--- config.mk ---
export PLATFORM = sky130hd
export DESIGN_NAME = sac_ctrl
export DESIGN_NICKNAME = d
export VERILOG_FILES = /design/src/logic/sac_ctrl.v /design/src/logic/sac_fifo.v
export VERILOG_INCLUDE_DIRS = /design/src /design/src/logic
export SDC_FILE = /design/constraint.sdc
export NUM_CORES = 1
export LEC_CHECK = 0
export BUFFER_PORTS_ARGS = -buffer_cell sky130_fd_sc_hd__buf_2
export CAP_MARGIN = 40
export CELL_PAD_IN_SITES_DETAIL_PLACEMENT = 0
export CELL_PAD_IN_SITES_GLOBAL_PLACEMENT = 2
export CORE_ASPECT_RATIO = 0.9
export CORE_MARGIN = 4
export CORE_UTILIZATION = 46
export DETAILED_ROUTE_END_ITERATION = 10
export GPL_ROUTABILITY_DRIVEN = 0
export HOLD_SLACK_MARGIN = 0.1
export PLACE_DENSITY = 0.88
export SYNTH_ARGS = -nofsm -noshare
export SYNTH_HDL_FRONTEND = slang
export SYNTH_HIERARCHICAL = 1
export SYNTH_SLANG_ARGS = --single-unit
export TNS_END_PERCENT = 1
--- constraint.sdc ---
create_clock -name clk_sys -period 6.35 [get_ports clk_sys]
set_clock_uncertainty 0.05 [all_clocks]
set_input_delay 0.3175 -clock clk_sys [delete_from_list [all_inputs] [get_ports clk_sys]]
set_output_delay 0.3175 -clock clk_sys [all_outputs]
set_load 0.05 [all_outputs]
--- src/logic/sac_defs.vh ---
// sac_defs.vh: constants for the converter control block
// assumes a 200 MHz system clock; included by its bare name
`ifndef SAC_DEFS_VH
`define SAC_DEFS_VH
`define SAC_CLK_PS 5000
`define SAC_RES_BITS 16
`define SAC_CNT_W 12
// least start pulse, ns
`define SAC_T_START_NS 40
`define SAC_START_CYC ((`SAC_T_START_NS * 1000 + `SAC_CLK_PS - 1) / `SAC_CLK_PS)
// conversion time, 7 us typ, spread over 16 bit decisions (clock cycles per bit)
`define SAC_T_CONV_NS 7000
`define SAC_BIT_CYC (`SAC_T_CONV_NS * 1000 / `SAC_CLK_PS / `SAC_RES_BITS)
// delay from last decision to busy rising, ns
`define SAC_T_BUSY_NS 220
`define SAC_BUSY_CYC (`SAC_T_BUSY_NS * 1000 / `SAC_CLK_PS)
`define SAC_FIFO_DEPTH 8
`define SAC_FIFO_AW 3
`define SAC_ST_IDLE 2'h0
`define SAC_ST_CLEAR 2'h1
`define SAC_ST_DECIDE 2'h2
`define SAC_ST_LATCH 2'h3
`endif

--- src/logic/sac_ctrl.v ---
// sac_ctrl.v: conversion control of a 16-bit successive approximation
// converter with a three-state parallel result port.
// assumes select and read/convert are synchronous to clk_sys, and that
// the analog comparator answers within one bit period.
`timescale 1ns/1ps
`include "sac_defs.vh"
module sac_ctrl (
  input wire clk_sys,
  input wire rst_b,
  input wire select_b,
  input wire read_conv,
  input wire byte_swap,
  input wire bipolar,
  input wire comp_hi,
  output reg busy_b,
  output reg hold,
  output reg [15:0] dac_code,
  output reg [15:0] result_bus_out,
  output reg result_bus_oe_b,
  output reg result_valid,
  output reg [15:0] result_data,
  input wire result_ready
);
  localparam integer BIT_CYC_I = `SAC_BIT_CYC;
  localparam integer BUSY_CYC_I = `SAC_BUSY_CYC;
  localparam [11:0] BIT_CYC = BIT_CYC_I[11:0];
  localparam [11:0] BUSY_CYC = BUSY_CYC_I[11:0];

  ////////////////////////////////////////////////////////////////////////
  // format helpers; sac_code serves the port and the stream, sac_swap the port only
  function [15:0] sac_code;
    input [15:0] raw;
    input bip;
    begin
      // bipolar: offset binary to two's complement
      sac_code = bip ? {~raw[15], raw[14:0]} : raw;
    end
  endfunction

  function [15:0] sac_swap;
    input [15:0] val;
    input sw;
    begin
      sac_swap = sw ? {val[7:0], val[15:8]} : val;
    end
  endfunction

  ////////////////////////////////////////////////////////////////////////
  reg [1:0] state;
  reg [1:0] next_state;
  reg [15:0] sar;
  reg [15:0] out_latch;
  reg [3:0] bit_idx;
  reg [11:0] cnt;
  reg ctl_low_d;
  reg rc_d;
  wire ctl_low;
  wire start_req;
  wire bit_done;
  wire fifo_in_ready;
  wire fifo_out_valid;
  wire [15:0] fifo_out_data;
  reg fifo_pop;

  // select is internally ored with read/convert
  assign ctl_low = !select_b && !read_conv;
  assign start_req = ctl_low && !ctl_low_d;
  assign bit_done = (cnt == BIT_CYC - 12'h001);

  always @* begin
    next_state = state;
    case (state)
      `SAC_ST_IDLE: begin
        if (start_req) begin
          next_state = `SAC_ST_CLEAR;
        end
      end
      `SAC_ST_CLEAR: begin
        next_state = `SAC_ST_DECIDE;
      end
      `SAC_ST_DECIDE: begin
        if (bit_done && bit_idx == 4'h0) begin
          next_state = `SAC_ST_LATCH;
        end
      end
      `SAC_ST_LATCH: begin
        // result waits if the stream is full, keeping busy low
        if (cnt >= BUSY_CYC && fifo_in_ready) begin
          next_state = `SAC_ST_IDLE;
        end
      end
      default: begin
        next_state = `SAC_ST_IDLE;
      end
    endcase
  end

  ////////////////////////////////////////////////////////////////////////
  always @(posedge clk_sys) begin
    if (!rst_b) begin
      state <= `SAC_ST_IDLE;
      sar <= 16'h0000;
      out_latch <= 16'h0000;
      bit_idx <= 4'hf;
      cnt <= 12'h000;
      ctl_low_d <= 1'b0;
      rc_d <= 1'b1;
      busy_b <= 1'b1;
      hold <= 1'b0;
      dac_code <= 16'h0000;
    end else begin
      // edges seen outside idle are dropped
      state <= next_state;
      ctl_low_d <= ctl_low;
      rc_d <= read_conv;
      case (state)
        `SAC_ST_IDLE: begin
          cnt <= 12'h000;
          if (start_req) begin
            busy_b <= 1'b0;
            hold <= 1'b1;
          end
        end
        `SAC_ST_CLEAR: begin
          sar <= 16'h0000;
          bit_idx <= 4'hf;
          dac_code <= 16'h8000;
          cnt <= 12'h000;
        end
        `SAC_ST_DECIDE: begin
          if (bit_done) begin
            cnt <= 12'h000;
            // msb first, one bit per period
            sar[bit_idx] <= comp_hi;
            if (bit_idx != 4'h0) begin
              dac_code <= (sar | (16'h0001 << bit_idx)) &
                ~(comp_hi ? 16'h0000 : (16'h0001 << bit_idx)) |
                (16'h0001 << (bit_idx - 4'h1));
              bit_idx <= bit_idx - 4'h1;
            end
          end else begin
            cnt <= cnt + 12'h001;
          end
        end
        `SAC_ST_LATCH: begin
          cnt <= (cnt == BUSY_CYC) ? cnt : cnt + 12'h001;
          hold <= 1'b0;
          if (cnt == 12'h000) begin
            out_latch <= sar;
          end
          if (next_state == `SAC_ST_IDLE) begin
            busy_b <= 1'b1;
          end
        end
        default: begin
          busy_b <= 1'b1;
        end
      endcase
    end
  end

  ////////////////////////////////////////////////////////////////////////
  // output drivers on the result port
  always @(posedge clk_sys) begin
    if (!rst_b) begin
      result_bus_oe_b <= 1'b1;
      result_bus_out <= 16'h0000;
    end else begin
      if (select_b || !read_conv) begin
        result_bus_oe_b <= 1'b1;
      end else if (!rc_d || result_bus_oe_b) begin
        result_bus_oe_b <= 1'b0;
      end
      result_bus_out <= sac_swap(sac_code(out_latch, bipolar), byte_swap);
    end
  end

  ////////////////////////////////////////////////////////////////////////
  // finished results also stream out through the fifo
  always @* begin
    fifo_pop = fifo_out_valid && (!result_valid || result_ready);
  end

  always @(posedge clk_sys) begin
    if (!rst_b) begin
      result_valid <= 1'b0;
      result_data <= 16'h0000;
    end else if (fifo_pop) begin
      result_valid <= 1'b1;
      result_data <= fifo_out_data;
    end else if (result_ready) begin
      result_valid <= 1'b0;
    end
  end

  sac_fifo #(
    .WIDTH(`SAC_RES_BITS),
    .DEPTH(`SAC_FIFO_DEPTH),
    .AW(`SAC_FIFO_AW)
  ) u_fifo (
    .clk_sys(clk_sys),
    .rst_b(rst_b),
    .in_valid(state == `SAC_ST_LATCH && next_state == `SAC_ST_IDLE),
    .in_ready(fifo_in_ready),
    .in_data(sac_code(out_latch, bipolar)),
    .out_valid(fifo_out_valid),
    .out_ready(fifo_pop),
    .out_data(fifo_out_data)
  );
endmodule

--- src/logic/sac_fifo.v ---
// sac_fifo.v: small synchronous fifo holding finished results
// assumes one clock and a synchronous active-low reset
`timescale 1ns/1ps
module sac_fifo #(
  parameter WIDTH = 16,
  parameter DEPTH = 8,
  parameter AW = 3
) (
  input wire clk_sys,
  input wire rst_b,
  input wire in_valid,
  output wire in_ready,
  input wire [WIDTH-1:0] in_data,
  output wire out_valid,
  input wire out_ready,
  output wire [WIDTH-1:0] out_data
);
  reg [WIDTH-1:0] mem [0:DEPTH-1];
  reg [AW:0] wr_ptr;
  reg [AW:0] rd_ptr;
  wire full;
  wire empty;
  wire do_wr;
  wire do_rd;
  assign full = (wr_ptr[AW] != rd_ptr[AW]) &&
    (wr_ptr[AW-1:0] == rd_ptr[AW-1:0]);
  assign empty = (wr_ptr == rd_ptr);
  assign in_ready = !full;
  assign out_valid = !empty;
  assign out_data = mem[rd_ptr[AW-1:0]];
  assign do_wr = in_valid && !full;
  assign do_rd = out_ready && !empty;
  always @(posedge clk_sys) begin
    if (do_wr) begin
      mem[wr_ptr[AW-1:0]] <= in_data;
    end
  end
  always @(posedge clk_sys) begin
    if (!rst_b) begin
      wr_ptr <= {(AW+1){1'b0}};
      rd_ptr <= {(AW+1){1'b0}};
    end else begin
      if (do_wr) begin
        wr_ptr <= wr_ptr + 1'b1;
      end
      if (do_rd) begin
        rd_ptr <= rd_ptr + 1'b1;
      end
    end
  end
endmodule
==> results_dict.tcl, run 1 <==
set metrics [dict create \
    grtUsageTotal_pct 17.4 \
    timing.critical_path.arrival_ns 3.83 \
    power.net_switching_uw 635 \
    setup_total_negative_slack_ns 0 \
    postRouteAntennaNets 0 \
    hold_viol_final 0 \
    tightestPinTransition_ns 0.884 \
    post_cts_resize_count 0 \
    synth_flop_cell "edfxtp_1" \
    power-per-cell-area_nw_per_um2 267 \
    slew-limit-headroom_pct 40.9 \
    clkSinkCount 242 \
    cts_htree_levels 1 \
    portion_of_the_clock_cycle_consumed_by_the_worst_path_in_the_final_layout_pct 58.0 \
    worstPathBufferInverterCount 3 \
    remaining_routing_drc_violations 0 \
    synth_most_common_cell "edfxtp_1" \
    tritoncts_clock_tree "done" \
    net_count_of_the_mapped_netlist 841 \
    drt_wl_total_mm 21.8 \
    post_layout_nonfiller_instances 1178 \
    netlist.top_cell.by_area "edfxtp_1" \
    starting_density_of_the_core_pct 47.4 \
    dieArea_um2 25000 \
    dpl-instance-area_um2 10900 \
    finalCoreUtilization_pct 53.6 \
    route.detailed.vias_per_inst 5.57 \
    outcome "finished clean" \
    vias 6560 \
    placement.io_buffers 59 \
    drv.max_cap_violation_count 0 \
    period_needed_ns 3.68 \
    synth_cells 818 \
    layout-drive-gt1-share_pct 18.9 \
    cell_area_after_synthesis_um2 10400 \
    overflow 0 \
    comb_power_share_pct 2.1 \
    fin_worst_hold_slack_ns 0.222 \
    firstDrtPassIters 4 \
    critical_path.top_delay_family "simple AND/OR/NAND/NOR gates" \
    nets 892 \
    ys_seq_elements 242 \
    post_synth_num_cell_types 65 \
    chain_of_cells_forming_the_critical_path "xor2_1 -> nor4_4 -> inv_1 -> and3b_1 -> o31ai_1 -> o221a_2 -> nand2_1 -> nor2_1 -> inv_1 -> or3_2 -> nor3b_2 -> buf_4" \
    avgSynthCellArea_um2 12.7 \
    ys_top_cells_by_area "edfxtp_1 37%, dfxtp_1 22%, mux4_1 5.1%, mux2i_1 4.1%, nand2_1 3.0%" \
    worst_ep_required_time_ns 6.50 \
    area_growth_syn_to_layout_pct 13.2 \
    switching_share_pct 20.2 \
    placement.setup.worst_slack_ns 2.73 \
    min-delay-path-class "primary input to flip-flop" \
    worst_setup_path_end_kind "flip-flop" \
    num_rows 51 \
    irDropWorstVdd_v 0.000177 \
    seq_area_frac_synth_pct 59.1 \
    clkPwrFrac_pct 45.7 \
    setup_viol 0 \
    die_h_um 150 \
    fmax_mhz 272 \
    critical-path-top-cell-by-count "inv_1" \
    die_x_um 166 \
    cts.path.max_buffers 3 \
    final_cell_area_um2 11700 \
    grt_pass1_wl_mm 35.4 \
    unrepaired_setup_endpoints_after_global_routing "false" \
    placedCellCount 1129 \
    initialDrtViolationCount 406 \
    initial_antenna_violation_count 0 \
    p_seq_share_pct 52.2 \
    design_power_total_mw 3.14 \
    grt_max_degree 64 \
    synth_enable_flop_cells 128 \
    synth_commonest_cells "128 x edfxtp_1, 114 x dfxtp_1, 82 x nand2_1" \
    power.static_leakage_nw 4.28 \
    synth_warnings 6 \
    async_reset_ff_share_pct 0 \
    critical_path.startpoint_type "flip-flop" \
    total_cts_buffers 25 \
    cts.reportedPaths.clkPinSlew_ns 0.06 \
    routed_wire_length_per_instance_um 18.5 \
    final.setup.worst_slack_ns 2.67 \
    core_area_um2 21900 \
    cellInternalPower_mw 2.50 \
    timing.critical_path.fanout_max 16 \
    crit_path_top_delay_cell "dfxtp_1" \
    root_buffer "clkbuf_16" \
    max_stage_delay_ns 0.61 \
    detailedPlacementHpwl_mm 14.4 \
    first_global_vias 6559 \
    io_pins 60 \
    timing_max_transition_violations_final 0 \
    post-synth-top-area-fraction_pct 37.1 \
    insertedDiodeCount 0 \
    critical_path_class "flip-flop to flip-flop" \
    worst_skew_pair.late_latency_ns 0.53 \
]
-- power by group through the flow --
| stage | Combinational [mW] | Clock (mW) | Sequential (mW) |
|---|---|---|---|
| after floorplan | 0.0393 | 0 | 1.68 |
| after global placement | 0.0630 | 0 | 1.67 |
| after detailed placement | 0.0656 | 0 | 1.67 |
| after CTS | 0.0676 | 1.47 | 1.64 |
| after global routing | 0.0740 | 1.53 | 1.64 |
| final | 0.0675 | 1.43 | 1.64 |
-- final cells by class --
cell class | instances | area, um2
Sequential cell | 242 | 6130
Tap cell | 291 | 364
Timing Repair Buffer | 77 | 438
Clock buffer | 31 | 648
Inverter | 17 | 63.8
Fill cell | 1830 | 10100
Multi-Input combinational cell | 506 | 3940
Clock inverter | 14 | 160
-- worst reg2reg max path: stages (launching register included) --
cell	delay, ns
dfxtp_1	0.61
xor2_1	0.44
nor4_4	0.18
inv_1	0.12
and3b_1	0.18
o31ai_1	0.19
o221a_2	0.24
nand2_1	0.05
nor2_1	0.29
inv_1	0.09
or3_2	0.46
nor3b_2	0.17
buf_4	0.28
-- state kept, by name, summed over array words and instances, names as in the netlist, 12 cells and up, named ones only --
register and flops:
cnt 12, out_latch 16, sar 16, result_data 16, result_bus_out 16, dac_code 16, u_fifo/mem 128
-- path summary, 6_finish.rpt --
| kind | slack (ns) | end | cells after the start | start |
|---|---|---|---|---|
| setup / recovery | 2.67 | u_fifo/mem[4][3] | 12 | u_fifo/wr_ptr[2] |
| hold / removal | 0.22 | sar[0] | 3 | comp_hi |
| setup reg to reg | 2.67 | u_fifo/mem[4][3] | 12 | u_fifo/wr_ptr[2] |
| hold reg to reg | 0.40 | result_data[9] | 2 | result_data[9] |
-- per-layer routing --
layer  wire [um]  share of wire, %  track usage (%)  vias to the layer above
met5           0                 0                0                        -
met4         408               1.9             4.09                        0
met3        1000               4.6             2.97                       32
met2       10200                47             28.7                      145
met1       10100                47             24.3                     3234
li1            -                 -                -                     3149
-- logic make-up (layout without fill, tap and decap cells) --
kind of cell / after synthesis / after routing / synth area share [%]
flip-flops: 242 / 242 / 59.1
AO/OA/AOI/OAI: 135 / 135 / 8.20
XOR/XNOR: 17 / 17 / 1.44
buffers and inverters: 70 / 139 / 3.32
AND/OR/NAND/NOR: 239 / 239 / 11.6
multiplexers: 100 / 100 / 14.5
adder cells (fa/ha/maj): 15 / 15 / 1.81
-- placed cells by master (no fill, tap or decap), drive strengths merged, types with 3 or more instances in the layout --
cell and instances:
bufinv 3, clkbuf 31, o2bb2ai 7, xnor2 10, nand2 82, a21oi 63
nand4 13, o21ai 24, dlygate4sd3 4, mux2 26, ha 15, xor2 7
a31oi 3, edfxtp 128, o31ai 3, buf 73, inv 17, a221oi 5
nor4 7, nor2 58, mux2i 42, clkinv 9, nor3 9, and3 5
nand3 25, nand3b 3, or4 5, and3b 3, a41oi 3, a22oi 8
mux4 32, dfxtp 114, nor4b 3, and2 8, nand2b 10
-- timing repair --
action / in CTS / in global routing
buffers inserted: 0 / 0
endpoints found under the hold margin: 3 / 0
hold buffers: 4 / 0
Note: power is estimated with default switching activity, not from simulation.
==> run 2, diff against run 1 <==
Settings changed: ABC_AREA set to 1, CORE_UTILIZATION 46 to 35, PLACE_DENSITY 0.88 to 0.79.
Clock period 6.35 ns to 3.1 ns, I/O delays scaled along.
==> results_dict.tcl, run 2 <==
set metrics [dict create \
    outcome "finished clean" \
    vias 7762 \
    worst_hold_depth 3 \
    post-synth-top-area-fraction_pct 36.6 \
    detailedPlacementHpwl_mm 18.1 \
    route.detailed.vias_per_inst 4.79 \
    post_synth_num_cell_types 45 \
    first_global_vias 7197 \
    power.static_leakage_nw 4.72 \
    nets 1229 \
    placement.io_buffers 59 \
    synth_commonest_cells "212 x nor2_1, 186 x nand2_1, 129 x o21ai_0" \
    p_seq_share_pct 44.8 \
    overflow 0 \
    clkSinkCount 242 \
    num_rows 59 \
    die_x_um 191 \
    tightestPinTransition_ns 0.781 \
    root_buffer "clkbuf_16" \
    netlist.top_cell.by_area "edfxtp_1" \
    cp_num_cells 15 \
    timing_max_transition_violations_final 0 \
    drv.max_cap_violation_count 0 \
    tritoncts_clock_tree "done" \
    grtUsageTotal_pct 16.2 \
    setup_viol 0 \
    grt_max_degree 65 \
    min-delay-path-class "primary input to flip-flop" \
    avgSynthCellArea_um2 9.22 \
    worst_ep_required_time_ns 3.26 \
    portion_of_the_clock_cycle_consumed_by_the_worst_path_in_the_final_layout_pct 86.0 \
    worst_reg_to_reg_cells 15 \
    flip_flop_count_of_the_largest_register_all_copies_and_words_added 128 \
    comb_power_share_pct 8.9 \
    clkPwrFrac_pct 46.3 \
    reg2reg_setup_slack_ns 0.44 \
    critical-path-top-cell-by-count "nand2_1" \
    timing.critical_path.fanout_max 16 \
    seq_area_frac_synth_pct 58.3 \
    layout-drive-gt1-share_pct 16.3 \
    layout.cells.most_common_list "212 x nor2_1, 186 x nand2_1, 129 x o21ai_0, 128 x edfxtp_1, 112 x dfxtp_1" \
    cts_htree_levels 1 \
    synth_enable_flop_cells 128 \
    chain_of_cells_forming_the_critical_path "inv_1 -> ha_1 -> nand2_2 -> nor2_1 -> nand3_1 -> nand2_1 -> inv_1 -> nand2_1 -> nand2_1 -> nand2_1 -> nor2_1 -> buf_4 -> nand3_4 -> nor2_2 -> buf_4" \
    post_cts_resize_count 0 \
    dieArea_um2 32900 \
    worst_setup_path_endpoint "u_fifo/mem[2][12]" \
    critical_path_class "flip-flop to flip-flop" \
    io_pins 60 \
    power-per-cell-area_nw_per_um2 634 \
    ys_seq_elements 242 \
    cts.reportedPaths.clkPinSlew_ns 0.06 \
    insertedDiodeCount 0 \
    cellInternalPower_mw 5.96 \
    postRouteAntennaNets 0 \
    die_h_um 172 \
    setup_total_negative_slack_ns 0 \
    remaining_routing_drc_violations 0 \
    synth_most_common_cell "nor2_1" \
    initial_antenna_violation_count 0 \
    grt_pass1_wl_mm 42.0 \
    cts.path.max_buffers 3 \
    timing.critical_path.arrival_ns 2.82 \
    unrepaired_setup_endpoints_after_global_routing "false" \
    routed_wire_length_per_instance_um 16.4 \
    switching_share_pct 23.7 \
    net_count_of_the_mapped_netlist 1163 \
    max_stage_delay_ns 0.43 \
    core_area_um2 29200 \
    irDropWorstVdd_v 0.000383 \
    synth_cells 1140 \
    critical_path.top_delay_family "simple AND/OR/NAND/NOR gates" \
    drt_wl_total_mm 26.7 \
    period_needed_ns 2.66 \
    initialDrtViolationCount 628 \
    layout_commonest_cell "nor2_1" \
    worstPathBufferInverterCount 4 \
    async_reset_ff_share_pct 0 \
    setup.worst_path.start "bit_idx[0]" \
    power.net_switching_mw 1.85 \
    total_cts_buffers 26 \
    worst_setup_path_end_kind "flip-flop" \
    synth_warnings 6 \
    area_growth_syn_to_layout_pct 17.3 \
    worst_skew_pair.late_latency_ns 0.53 \
    hold_viol_final 0 \
    worst_r2r_startpoint "bit_idx[0]" \
    synth_flop_cell "edfxtp_1" \
    fmax_mhz 375 \
    n_fill_cell 2937 \
    firstDrtPassIters 7 \
    starting_density_of_the_core_pct 36.0 \
    slew-limit-headroom_pct 47.9 \
    ys_top_cells_by_area "edfxtp_1 37%, dfxtp_1 22%, nor2_1 7.6%, nand2_1 6.6%, o21ai_0 6.1%" \
    crit_path_top_delay_cell "dfxtp_1" \
    cell_area_after_synthesis_um2 10500 \
    worstReg2RegEnd "u_fifo/mem[2][12]" \
    critical_path.startpoint_type "flip-flop" \
    design_power_total_mw 7.81 \
]
[run 2: metal layers]
layer	vias to the layer above	track usage, %	share of wire (%)
met3	45	2.28	5.5
met1	3543	24.6	49
li1	3995	-	-
met5	-	0	0
met2	179	24.3	43
met4	0	4.40	2.6
[run 2: worst min-delay path, cell delays in order]
cell           delay [ns]
dlygate4sd3_1        0.52
buf_2                0.12
nand3b_1             0.06
[run 2: cell type report]
type / instances / area, um2 / area share [%]
sequential: 242 / 6130 / 49.7
inverter: 79 / 299 / 2.43
multi-input combinational: 766 / 3830 / 31.0
clock inverter: 17 / 314 / 2.55
tap: 396 / 495 / 4.02
timing repair buffer: 91 / 568 / 4.61
clock buffer: 30 / 697 / 5.65
[run 2: through the flow]
| stage | hold WS, ns | std cells | setup WS, ns | utilization (%) | area (um2) |
|---|---|---|---|---|---|
| finish | 0.338 | 1621 | 0.435 | 42.2 | 12300 |
| floorplan | 0.182 | 1140 | 0.218 | - | 10500 |
| global placement | 0.299 | 1565 | 0.493 | 38.4 | 11200 |
| global route | 0.333 | 1621 | 0.128 | 42.2 | 12300 |
| detailed placement | 0.303 | 1566 | 0.429 | 38.4 | 11200 |
| CTS | 0.303 | 1621 | 0.410 | 42.2 | 12300 |
[run 2: worst min-delay path by stage]
stage	startpoint	endpoint	slack (ns)
2_1_floorplan	read_conv	ctl_low_d	0.18
3_3_place_gp	select_b	ctl_low_d	0.30
3_5_place_dp	select_b	ctl_low_d	0.30
4_1_cts	read_conv	result_bus_oe_b	0.30
5_1_grt	read_conv	result_bus_oe_b	0.33
6_report	read_conv	result_bus_oe_b	0.34
[run 2: cell families after synthesis]
logic type | share of synthesized area (%)
AND/OR/NAND/NOR | 20.2
adder cells (fa/ha/maj) | 1.78
buffers and inverters | 5.34
XOR/XNOR | 0.905
flip-flops | 58.3
AO/OA/AOI/OAI | 13.5
[run 2: power groups by stage]
stage                     registers [mW]  logic (mW)  clock network [mW]
after floorplan                     3.69       0.379                   0
after global placement              3.57       0.697                   0
after detailed placement            3.57       0.694                   0
after CTS                           3.50       0.704                3.72
after global routing                3.51       0.771                3.85
final                               3.50       0.695                3.62
[run 2: repair_timing]
| item | CTS | global route |
|---|---|---|
| hold buffers | 8 | 0 |
| endpoints found under the setup margin | 0 | 0 |
| hold endpoints to repair | 21 | 0 |
| setup buffers | 0 | 0 |
